## src/shared/vdr_map.svh

```systemverilog
/*
 Timing counts, register offsets and field positions for the video DRAM random-port controller.
 Assumes a 10 MHz controller clock; every count is in controller clock cycles.
*/
// How it works
// - Controller keeps transfer/output enable high while driving write data.
// - New-mask write: mask on data pins at row strobe fall, 1 allows.
// - Register read: write enable high at column strobe fall and after; device drives.
// - Write enable high at row fall: unmasked block; low: masked block.
// - Special-function high at row strobe fall selects special cycles.
// - Special-function low at row, high at column fall selects block write.
`ifndef VDR_MAP_SVH
`define VDR_MAP_SVH
`define VDR_CSR_CTRL       4'h0
`define VDR_CSR_ADDR       4'h4
`define VDR_CSR_WDATA      4'h8
`define VDR_CSR_MASK       4'hc
`define VDR_CSR_STATUS     4'h0
`define VDR_CSR_RDATA      4'h4
`define VDR_CTRL_GO_BIT    0
`define VDR_CTRL_OP_LSB    4
`define VDR_CTRL_LANE_LSB  8
`define VDR_CTRL_LATE_BIT  10
`define VDR_STAT_BUSY_BIT  0
`define VDR_STAT_PERS_BIT  1
`define VDR_PHASE_CYC      3'h1
`define VDR_ROW_HOLD_CYC   3'h2
`endif

```

## src/shared/vdr_pkg.sv

```systemverilog
/*
 Types shared by the controller: operation codes and pin-sequencer states.
 Assumes vdr_map.svh provides the field positions.
*/
package vdr_pkg;
	typedef enum logic [3:0] {
		VDR_OP_READ   = 4'h0,
		VDR_OP_WRITE  = 4'h1,
		VDR_OP_MWRITE = 4'h2,
		VDR_OP_BLOCK  = 4'h3,
		VDR_OP_MBLOCK = 4'h4,
		VDR_OP_FLASH  = 4'h5,
		VDR_OP_LMR    = 4'h6,
		VDR_OP_LCR    = 4'h7,
		VDR_OP_RMR    = 4'h8,
		VDR_OP_RCR    = 4'h9,
		VDR_OP_REGISTER_RESET_REFRESH   = 4'ha
	} vdr_op_e;
	typedef enum logic [2:0] {
		VDR_IDLE = 3'b000,
		VDR_ROW  = 3'b001,
		VDR_COL  = 3'b010,
		VDR_WE   = 3'b011,
		VDR_HOLD = 3'b100,
		VDR_END  = 3'b101
	} vdr_state_e;
endpackage : vdr_pkg

```

## src/rtl/vdr_seq.sv

```systemverilog
/*
 Pin sequencer: runs one random-port cycle on the device strobes.
 Assumes the device samples strobes asynchronously and every phase of
 one controller clock meets its timing at 10 MHz.
*/
// Register access over Avalon-MM and the address map were chosen for this implementation.
`timescale 1ns/10ps
`include "vdr_map.svh"
module vdr_seq
	import vdr_pkg::*;
(
	input  wire logic        clock_i,
	input  wire logic        reset_i,
	input  wire logic        start_i,
	input  wire logic [3:0]  op_i,
	input  wire logic [1:0]  lanes_i,
	input  wire logic        late_i,
	input  wire logic [8:0]  row_i,
	input  wire logic [8:0]  col_i,
	input  wire logic [15:0] wdata_i,
	input  wire logic [15:0] mask_i,
	input  wire logic        pers_i,
	input  wire logic [15:0] dq_i,
	output logic             busy_o,
	output logic             done_o,
	output logic [15:0]      rdata_o,
	output logic [8:0]       addr_o,
	output logic             row_strobe_n_o,
	output logic             lower_byte_column_strobe_n_o,
	output logic             upper_byte_column_strobe_n_o,
	output logic             write_enable_n_o,
	output logic             transfer_output_enable_n_o,
	output logic             special_function_select_o,
	output logic [15:0]      dq_o,
	output logic [15:0]      dq_oe_o
);
	vdr_state_e  st_ff, nxt_st;
	logic [2:0]  cnt_ff, nxt_cnt;
	logic [15:0] rdata_ff, nxt_rdata;
	logic        ras_ff, nxt_ras, cas_ff, nxt_cas;
	logic        we_row, dsf_row, dsf_col, is_wr, is_rd, is_reg, cas_hi;
	vdr_op_e     op;

	assign op      = vdr_op_e'(op_i);
	// Write enable at row fall asks for masking; mask loads also sample it high.
	assign we_row  = (op == VDR_OP_MWRITE) || (op == VDR_OP_MBLOCK) ||
		(op == VDR_OP_FLASH);
	assign dsf_row = (op == VDR_OP_FLASH) || (op == VDR_OP_LMR) || (op == VDR_OP_LCR) ||
		(op == VDR_OP_RMR) || (op == VDR_OP_RCR);
	assign dsf_col = (op == VDR_OP_BLOCK) || (op == VDR_OP_MBLOCK) ||
		(op == VDR_OP_LCR) || (op == VDR_OP_RCR);
	assign is_rd   = (op == VDR_OP_READ) || (op == VDR_OP_RMR) || (op == VDR_OP_RCR);
	assign is_reg  = (op == VDR_OP_RMR) || (op == VDR_OP_RCR);
	assign is_wr   = !is_rd && (op != VDR_OP_REGISTER_RESET_REFRESH) && (op != VDR_OP_FLASH);
	assign cas_hi  = (op == VDR_OP_FLASH);
	assign busy_o  = (st_ff != VDR_IDLE);
	assign rdata_o = rdata_ff;

	always_comb begin
		nxt_st    = st_ff;
		nxt_cnt   = cnt_ff;
		nxt_rdata = rdata_ff;
		done_o    = 1'b0;
		case (st_ff)
			VDR_IDLE: begin
				if (start_i) begin
					nxt_st  = VDR_ROW;
					nxt_cnt = `VDR_PHASE_CYC;
				end
			end
			VDR_ROW: begin
				if (cnt_ff == 3'h0) begin
					nxt_st  = VDR_COL;
					nxt_cnt = `VDR_PHASE_CYC;
				end else begin
					nxt_cnt = cnt_ff - 3'h1;
				end
			end
			VDR_COL: begin
				if (cnt_ff == 3'h0) begin
					nxt_st  = VDR_WE;
					nxt_cnt = `VDR_ROW_HOLD_CYC;
				end else begin
					nxt_cnt = cnt_ff - 3'h1;
				end
			end
			VDR_WE: begin
				if (cnt_ff == 3'h0) begin
					nxt_st  = VDR_HOLD;
					nxt_cnt = `VDR_PHASE_CYC;
				end else begin
					nxt_cnt = cnt_ff - 3'h1;
				end
			end
			VDR_HOLD: begin
				// Sampled after column strobe rose; data stays valid until row rises.
				if (is_rd) begin
					nxt_rdata = dq_i;
					if (!is_reg) begin
						if (!lanes_i[0])
							nxt_rdata[7:0] = rdata_ff[7:0];
						if (!lanes_i[1])
							nxt_rdata[15:8] = rdata_ff[15:8];
					end
				end
				nxt_st = VDR_END;
			end
			VDR_END: begin
				done_o = 1'b1;
				nxt_st = VDR_IDLE;
			end
			default: nxt_st = VDR_IDLE;
		endcase
		// Strobes are registered and fall one cycle after their address, select and data;
		// write enable and write data release on the same edge that raises the column strobe.
		nxt_ras = ((nxt_st == VDR_ROW) && (nxt_cnt == 3'h0)) || (nxt_st == VDR_COL) ||
			(nxt_st == VDR_WE) || (nxt_st == VDR_HOLD);
		nxt_cas = ((nxt_st == VDR_COL) && (nxt_cnt == 3'h0)) || (nxt_st == VDR_WE);
	end

	always_ff @(posedge clock_i) begin
		if (reset_i) begin
			st_ff    <= VDR_IDLE;
			cnt_ff   <= 3'h0;
			rdata_ff <= 16'h0000;
			ras_ff   <= 1'b0;
			cas_ff   <= 1'b0;
		end else begin
			st_ff    <= nxt_st;
			cnt_ff   <= nxt_cnt;
			rdata_ff <= nxt_rdata;
			ras_ff   <= nxt_ras;
			cas_ff   <= nxt_cas;
		end
	end

	logic row_act, col_act, we_act, dsf_now, mask_phase, data_phase;
	logic late_wait;
	assign row_act    = (st_ff != VDR_IDLE) && (st_ff != VDR_END);
	assign col_act    = cas_ff && !cas_hi;
	assign late_wait  = late_i && (st_ff == VDR_COL);
	// Refresh with register reset drops the column strobes on entering the row
	// phase, one cycle before the row strobe falls.
	assign row_strobe_n_o = !ras_ff;
	assign lower_byte_column_strobe_n_o = !((col_act && lanes_i[0]) ||
		(op == VDR_OP_REGISTER_RESET_REFRESH && row_act));
	assign upper_byte_column_strobe_n_o = !((col_act && lanes_i[1]) ||
		(op == VDR_OP_REGISTER_RESET_REFRESH && row_act));
	// Early write drops write enable a cycle before the column strobe; late write after it.
	assign we_act = (st_ff == VDR_ROW) ? (we_row && op != VDR_OP_REGISTER_RESET_REFRESH) :
		((st_ff == VDR_COL || st_ff == VDR_WE) && is_wr && !late_wait) ||
		(op == VDR_OP_FLASH && row_act);
	assign write_enable_n_o = !we_act;
	assign dsf_now = (st_ff == VDR_ROW) ? dsf_row : (dsf_col && st_ff != VDR_IDLE);
	assign special_function_select_o = dsf_now;
	// Output enable stays high while writing so the pins never fight.
	assign transfer_output_enable_n_o = !(is_rd && row_act && st_ff != VDR_ROW);
	assign mask_phase = (st_ff == VDR_ROW) && we_row && !pers_i;
	assign data_phase = (st_ff == VDR_COL || st_ff == VDR_WE) && is_wr;
	assign addr_o = (st_ff == VDR_ROW) ? row_i :
		((op == VDR_OP_BLOCK || op == VDR_OP_MBLOCK) ?
		{col_i[8:3], 3'h0} : col_i);
	// Block writes carry the column mask on each byte's pins.
	assign dq_o    = mask_phase ? mask_i : wdata_i;
	assign dq_oe_o = (mask_phase || data_phase) ? 16'hffff : 16'h0000;

	vdr_hold_a: assert property (@(posedge clock_i) disable iff (reset_i)
		(st_ff == VDR_HOLD) |-> !row_strobe_n_o && transfer_output_enable_n_o == !is_rd)
		else $error("row strobe not held during read sample");
	vdr_early_a: assert property (@(posedge clock_i) disable iff (reset_i)
		(st_ff == VDR_COL && is_wr && !late_i) |-> !write_enable_n_o)
		else $error("early write lacks write enable");
	vdr_late_a: assert property (@(posedge clock_i) disable iff (reset_i)
		(st_ff == VDR_COL && cnt_ff == 3'h0 && is_wr && late_i) |->
		write_enable_n_o ##1 !write_enable_n_o)
		else $error("late write order wrong");
	vdr_toe_a: assert property (@(posedge clock_i) disable iff (reset_i)
		(dq_oe_o != 16'h0000) |-> transfer_output_enable_n_o)
		else $error("driving data with output enabled");
	vdr_mask_a: assert property (@(posedge clock_i) disable iff (reset_i)
		(st_ff == VDR_ROW && pers_i) |-> dq_oe_o == 16'h0000)
		else $error("mask driven in persistent mode");
	vdr_newmask_a: assert property (@(posedge clock_i) disable iff (reset_i)
		(st_ff == VDR_ROW && we_row && !pers_i) |-> dq_o == mask_i && !write_enable_n_o)
		else $error("new mask not presented");
	vdr_lane_a: assert property (@(posedge clock_i) disable iff (reset_i)
		(st_ff == VDR_COL && !lanes_i[1] && op != VDR_OP_REGISTER_RESET_REFRESH) |->
		upper_byte_column_strobe_n_o)
		else $error("unselected lane strobed");
	vdr_block_a: assert property (@(posedge clock_i) disable iff (reset_i)
		(st_ff == VDR_COL && op == VDR_OP_BLOCK) |->
		special_function_select_o && addr_o[2:0] == 3'h0)
		else $error("block write select wrong");
	vdr_special_a: assert property (@(posedge clock_i) disable iff (reset_i)
		(st_ff == VDR_ROW && op == VDR_OP_LMR) |-> special_function_select_o)
		else $error("special select missing at row");
endmodule : vdr_seq

```

## src/rtl/vdr_ctrl.sv

```systemverilog
/*
 Top of the video DRAM random-port controller: Avalon-MM slave registers
 that software uses to launch one device cycle and read back the result.
 Assumes the device pins connect straight to the sequencer outputs.
*/
`timescale 1ns/10ps
`include "vdr_map.svh"
module vdr_ctrl
	import vdr_pkg::*;
(
	input  wire logic        clock_i,
	input  wire logic        reset_i,
	input  wire logic [3:0]  avs_address_i,
	input  wire logic        avs_read_i,
	input  wire logic        avs_write_i,
	input  wire logic [31:0] avs_writedata_i,
	output logic [31:0]      avs_readdata_o,
	output logic             avs_waitrequest_o,
	input  wire logic [15:0] dq_i,
	output logic [8:0]       addr_o,
	output logic             row_strobe_n_o,
	output logic             lower_byte_column_strobe_n_o,
	output logic             upper_byte_column_strobe_n_o,
	output logic             write_enable_n_o,
	output logic             transfer_output_enable_n_o,
	output logic             special_function_select_o,
	output logic [15:0]      dq_o,
	output logic [15:0]      dq_oe_o
);
	logic [3:0]  op_ff, nxt_op;
	logic [1:0]  lane_ff, nxt_lane;
	logic        late_ff, nxt_late, go_ff, nxt_go, pers_ff, nxt_pers;
	logic [17:0] adr_ff, nxt_adr;
	logic [15:0] wd_ff, nxt_wd, msk_ff, nxt_msk;
	logic [31:0] rd_ff, nxt_rd;
	logic        ack_ff, nxt_ack, busy, done;
	logic [15:0] rdata;

	// One wait cycle on every access gives registered read data.
	assign avs_waitrequest_o = (avs_read_i || avs_write_i) && !ack_ff;
	assign avs_readdata_o    = rd_ff;

	always_comb begin
		nxt_op   = op_ff;
		nxt_lane = lane_ff;
		nxt_late = late_ff;
		nxt_adr  = adr_ff;
		nxt_wd   = wd_ff;
		nxt_msk  = msk_ff;
		nxt_go   = 1'b0;
		nxt_pers = pers_ff;
		nxt_rd   = rd_ff;
		nxt_ack  = (avs_read_i || avs_write_i) && !ack_ff;
		// Persistent masking follows what the device itself tracks.
		if (done && vdr_op_e'(op_ff) == VDR_OP_LMR)
			nxt_pers = 1'b1;
		else if (done && vdr_op_e'(op_ff) == VDR_OP_REGISTER_RESET_REFRESH)
			nxt_pers = 1'b0;
		// A write lands only at the edge where waitrequest is seen low.
		if (avs_write_i && ack_ff && !busy) begin
			if (avs_address_i == `VDR_CSR_CTRL) begin
				nxt_op   = avs_writedata_i[`VDR_CTRL_OP_LSB +: 4];
				nxt_lane = avs_writedata_i[`VDR_CTRL_LANE_LSB +: 2];
				nxt_late = avs_writedata_i[`VDR_CTRL_LATE_BIT];
				nxt_go   = avs_writedata_i[`VDR_CTRL_GO_BIT];
			end else if (avs_address_i == `VDR_CSR_ADDR) begin
				nxt_adr = avs_writedata_i[17:0];
			end else if (avs_address_i == `VDR_CSR_WDATA) begin
				nxt_wd = avs_writedata_i[15:0];
			end else if (avs_address_i == `VDR_CSR_MASK) begin
				nxt_msk = avs_writedata_i[15:0];
			end
		end
		if (avs_read_i && !ack_ff) begin
			if (avs_address_i == `VDR_CSR_STATUS)
				nxt_rd = {30'h0, pers_ff, busy};
			else if (avs_address_i == `VDR_CSR_RDATA)
				nxt_rd = {16'h0000, rdata};
			else
				nxt_rd = 32'h0000_0000;
		end
	end

	always_ff @(posedge clock_i) begin
		if (reset_i) begin
			op_ff   <= 4'h0;
			lane_ff <= 2'h3;
			late_ff <= 1'b0;
			adr_ff  <= 18'h00000;
			wd_ff   <= 16'h0000;
			msk_ff  <= 16'hffff;
			go_ff   <= 1'b0;
			pers_ff <= 1'b0;
			rd_ff   <= 32'h0000_0000;
			ack_ff  <= 1'b0;
		end else begin
			op_ff   <= nxt_op;
			lane_ff <= nxt_lane;
			late_ff <= nxt_late;
			adr_ff  <= nxt_adr;
			wd_ff   <= nxt_wd;
			msk_ff  <= nxt_msk;
			go_ff   <= nxt_go;
			pers_ff <= nxt_pers;
			rd_ff   <= nxt_rd;
			ack_ff  <= nxt_ack;
		end
	end

	vdr_seq u_seq (
		.clock_i                      (clock_i),
		.reset_i                      (reset_i),
		.start_i                      (go_ff),
		.op_i                         (op_ff),
		.lanes_i                      (lane_ff),
		.late_i                       (late_ff),
		.row_i                        (adr_ff[17:9]),
		.col_i                        (adr_ff[8:0]),
		.wdata_i                      (wd_ff),
		.mask_i                       (msk_ff),
		.pers_i                       (pers_ff),
		.dq_i                         (dq_i),
		.busy_o                       (busy),
		.done_o                       (done),
		.rdata_o                      (rdata),
		.addr_o                       (addr_o),
		.row_strobe_n_o               (row_strobe_n_o),
		.lower_byte_column_strobe_n_o (lower_byte_column_strobe_n_o),
		.upper_byte_column_strobe_n_o (upper_byte_column_strobe_n_o),
		.write_enable_n_o             (write_enable_n_o),
		.transfer_output_enable_n_o   (transfer_output_enable_n_o),
		.special_function_select_o    (special_function_select_o),
		.dq_o                         (dq_o),
		.dq_oe_o                      (dq_oe_o)
	);

	vdr_pers_a: assert property (@(posedge clock_i) disable iff (reset_i)
		(done && vdr_op_e'(op_ff) == VDR_OP_REGISTER_RESET_REFRESH) |=> !pers_ff)
		else $error("persistent flag not cleared by reset refresh");
endmodule : vdr_ctrl

```

## config.mk

```make
export PLATFORM = sky130hd
export DESIGN_NAME = vdr_ctrl
export DESIGN_NICKNAME = d
export VERILOG_FILES = /design/src/shared/vdr_pkg.sv /design/src/rtl/vdr_seq.sv /design/src/rtl/vdr_ctrl.sv
export VERILOG_INCLUDE_DIRS = /design/src /design/src/shared
export SDC_FILE = /design/constraint.sdc
export NUM_CORES = 1
export LEC_CHECK = 0
export BUFFER_PORTS_ARGS = -buffer_cell sky130_fd_sc_hd__buf_2
export CAP_MARGIN = 25
export CORE_ASPECT_RATIO = 1.5
export CORE_MARGIN = 2
export CORE_UTILIZATION = 40
export DETAILED_ROUTE_END_ITERATION = 10
export PLACE_DENSITY = 0.64
export SETUP_SLACK_MARGIN = 0.1
export SLEW_MARGIN = 20
export SYNTH_ARGS = -nofsm -noshare
export SYNTH_HDL_FRONTEND = slang
export SYNTH_HIERARCHICAL = 1
export SYNTH_SLANG_ARGS = --single-unit
```

## constraint.sdc

```tcl
create_clock -name clock_i -period 4.1 [get_ports clock_i]
set_clock_uncertainty 0.15 [all_clocks]
set_input_delay 0.41 -clock clock_i [delete_from_list [all_inputs] [get_ports clock_i]]
set_output_delay 0.41 -clock clock_i [all_outputs]
set_load 0.02 [all_outputs]
```

==> results.md <==
- Status: finished clean
- Die area: 13290 um^2
- Min Tclk post-route: about 3200 ps
- Ys async rst share: 0
- Fin. Hold Viols: 0
- Top-area cell type share of the netlist area: 0.4047
- H-tree depth: 3
- Starting Density: 0.4117
- Layout cells sized above 1: 0.2542
- HPWL Detailed: around 8.2 mm
- Startpoint Class: register
- Vias: 3866
- Core ar.: around 12000 um^2
- Worst r2r src: u_seq/st_ff[0]$_SDFF_PP0_
- Yosys Warn Count: 6
- Area contributors post-synth: dfxtp_1 40%, mux2i_1 15%, nand2b_1 7.5%, buf_4 5.2%, nor2_1 4.8%
- Commonest cells in the netlist: 100 x dfxtp_1, 74 x mux2i_1, 63 x nor2_1
- Setup TNS: 0 ps
- Mapped Area: between 4000 and 5000 um^2
- Fmax: about 310 MHz
- WP data required: about 3500 ps
- DRT Pass-1 Iters: 4
- Wire length per cell: 15.10 um
- Final net count: ~650
- Worst Path Arrival: around 2700 ps
- Final period util: 0.7855
- R2r worst-path depth: 6
- Via density per instance: slightly above 5
- Cts bufs inserted: 9
- CP endpoint kind: output pin
- GP Congestion: approximately 0.8
- Remaining DRCs: 0
- Syn-to-layout area delta: 14.57%
- Cells after Synth: between 500 and 600
- Power per cell area: ~360 nW/um^2
- Worst slew pin tran: approximately 820 ps
- RSZ-0062 raised after global routing: no
- Worst hold stages: 3
- First-pass GRT wire length: ~18 mm
- CTS root buf: clkbuf_16
- Cell row count: 49
- Distinct cells, synth: 55
- Worst hold slack: about 140 ps
- DIE HEIGHT: 140.2 um
- I/O pin count: 136
- Layout Utilization: 0.4717
- IO buf count: between 100 and 150
- Clock Sink Count: 100
- DIE WIDTH: roughly 95 um
- GRT Overall Usage: 0.1743
- Crit path max fanout: 17
- Largest net degree at the start of global routing: 93
- Flop-to-flop setup slack: roughly 1700 ps
- Min-delay src: dq_i[4]
- Design Power: ~2 mW
- Final setup fails: 0
- Most common cell in the synthesized netlist: dfxtp_1
- Worst-Skew Late Latency: 350 ps
- Relative slew margins: 0.4550
- ANT nets after route: 0
- End of the worst register-to-register path: msk_ff[7]$_SDFFE_PP1P_
- Mean Syn Cell Area: roughly 9.4 um^2
- Worst Hold End: u_seq/rdata_o[4]$_SDFFE_PP0P_
- CTS max path bufs: 2
- Area leader, netlist: dfxtp_1
- CP Class: reg2out
- Postcts setup bufs: 0
- PostCTS Resize Cnt: 0
- Maximum VDD drop: between 0.2 and 0.25 mV
- Leak Pwr: 2.542 nW
- Initial antenna violation count: 1
- Ys flop type: dfxtp_1
- Post-synthesis sequential area ratio: 0.4047
- Max cap viols: 0
- Hold_buf cts: 0
- Final WL: 11.42 mm
- Register bit total from synthesis: 100
- 1st-iter DRT viols: 120
- HP Class: in2reg
- Final Max Tran Viols: 0
- Number of synthesized flops with an enable pin: 0
- Vias in the first global route: around 3800
- CTS tree: yes
- Clock-pin slew on the worst setup and hold paths: around 70 ps
- Total gr overflow: 0
-- flip-flops by register name, summed over array words and instances (netlist names), 2 cells and up --
name	cells
op_ff	4
lane_ff	2
adr_ff	18
wd_ff	16
u_seq/cnt_ff	3
avs_readdata_o	16
u_seq/st_ff	3
u_seq/rdata_o	16
msk_ff	16
-- final cells by class --
| cell class | count | area (um^2) |
|---|---|---|
| clock buffers | 10 | 229.0 |
| well taps | 153 | 191.4 |
| diodes | 1 | 2.502 |
| inverters | 6 | 22.52 |
| fillers | 1235 | 6349 |
| clock inverters | 5 | 85.08 |
| multi-input cells | 372 | 2570 |
| repair buffers | 109 | 565.5 |
| flip-flops and latches | 100 | 2002 |
-- placed cells by master, fill, tap and decap left out, drive strengths merged, types with 8 or more instances in the layout --
cell type  instances
buf              109
dfxtp            100
mux2i             74
nor2              64
nand2b            59
nand2             23
mux2              23
a21oi             20
nand3             16
conb              16
clkbuf            10
nor3               8
inv                8
-- worst max-delay path, cell delays in order, from the launching register on --
cell and delay [ps]:
dfxtp_1 520, or3b_1 410, a2111o_1 470, nor2_8 360
mux2_2 390, buf_2 160
-- metrics by stage --
stage | setup slack, ps | cell area, um^2 | instances
2_1_floorplan | 1440 | 5004 | 544
3_3_place_gp | 1268 | 5334 | 739
3_5_place_dp | 1277 | 5351 | 740
4_1_cts | 884.9 | 5665 | 755
5_1_grt | 791.4 | 5668 | 756
6_report | 879.4 | 5668 | 756
-- worst max-delay path by stage --
stage	startpoint	endpoint	slack (ps)
after floorplan	op_ff[0]$_SDFFE_PP0P_	dq_oe_o[10]	1440
after global placement	op_ff[1]$_SDFFE_PP0P_	dq_o[6]	1270
after detailed placement	op_ff[1]$_SDFFE_PP0P_	dq_o[6]	1280
after CTS	op_ff[1]$_SDFFE_PP0P_	dq_o[6]	880
after global routing	op_ff[1]$_SDFFE_PP0P_	dq_oe_o[1]	790
final	op_ff[1]$_SDFFE_PP0P_	dq_o[9]	880
-- routing by layer --
metal	GRT usage	wire length, um
met1	0.2025	4604
met2	0.2912	5817
met3	0.05433	632
met4	0.07551	363
met5	0	0
-- cell families after synthesis --
kind of cell / share of synthesized area
AO/OA/AOI/OAI: 0.08321
buffers and inverters: 0.08776
flip-flops: 0.4047
multiplexers: 0.2021
other: 0.0007580
AND/OR/NAND/NOR: 0.2215
-- where the power goes --
part           total [mW]  internal (mW)  leakage (nW)  switching (mW)
clock network       0.910          0.537         0.155           0.373
logic               0.120         0.0430          1.58          0.0767
registers           0.983          0.977         0.807         0.00677
total                2.01           1.56          2.54           0.456
(Power assumes the default switching activity.)
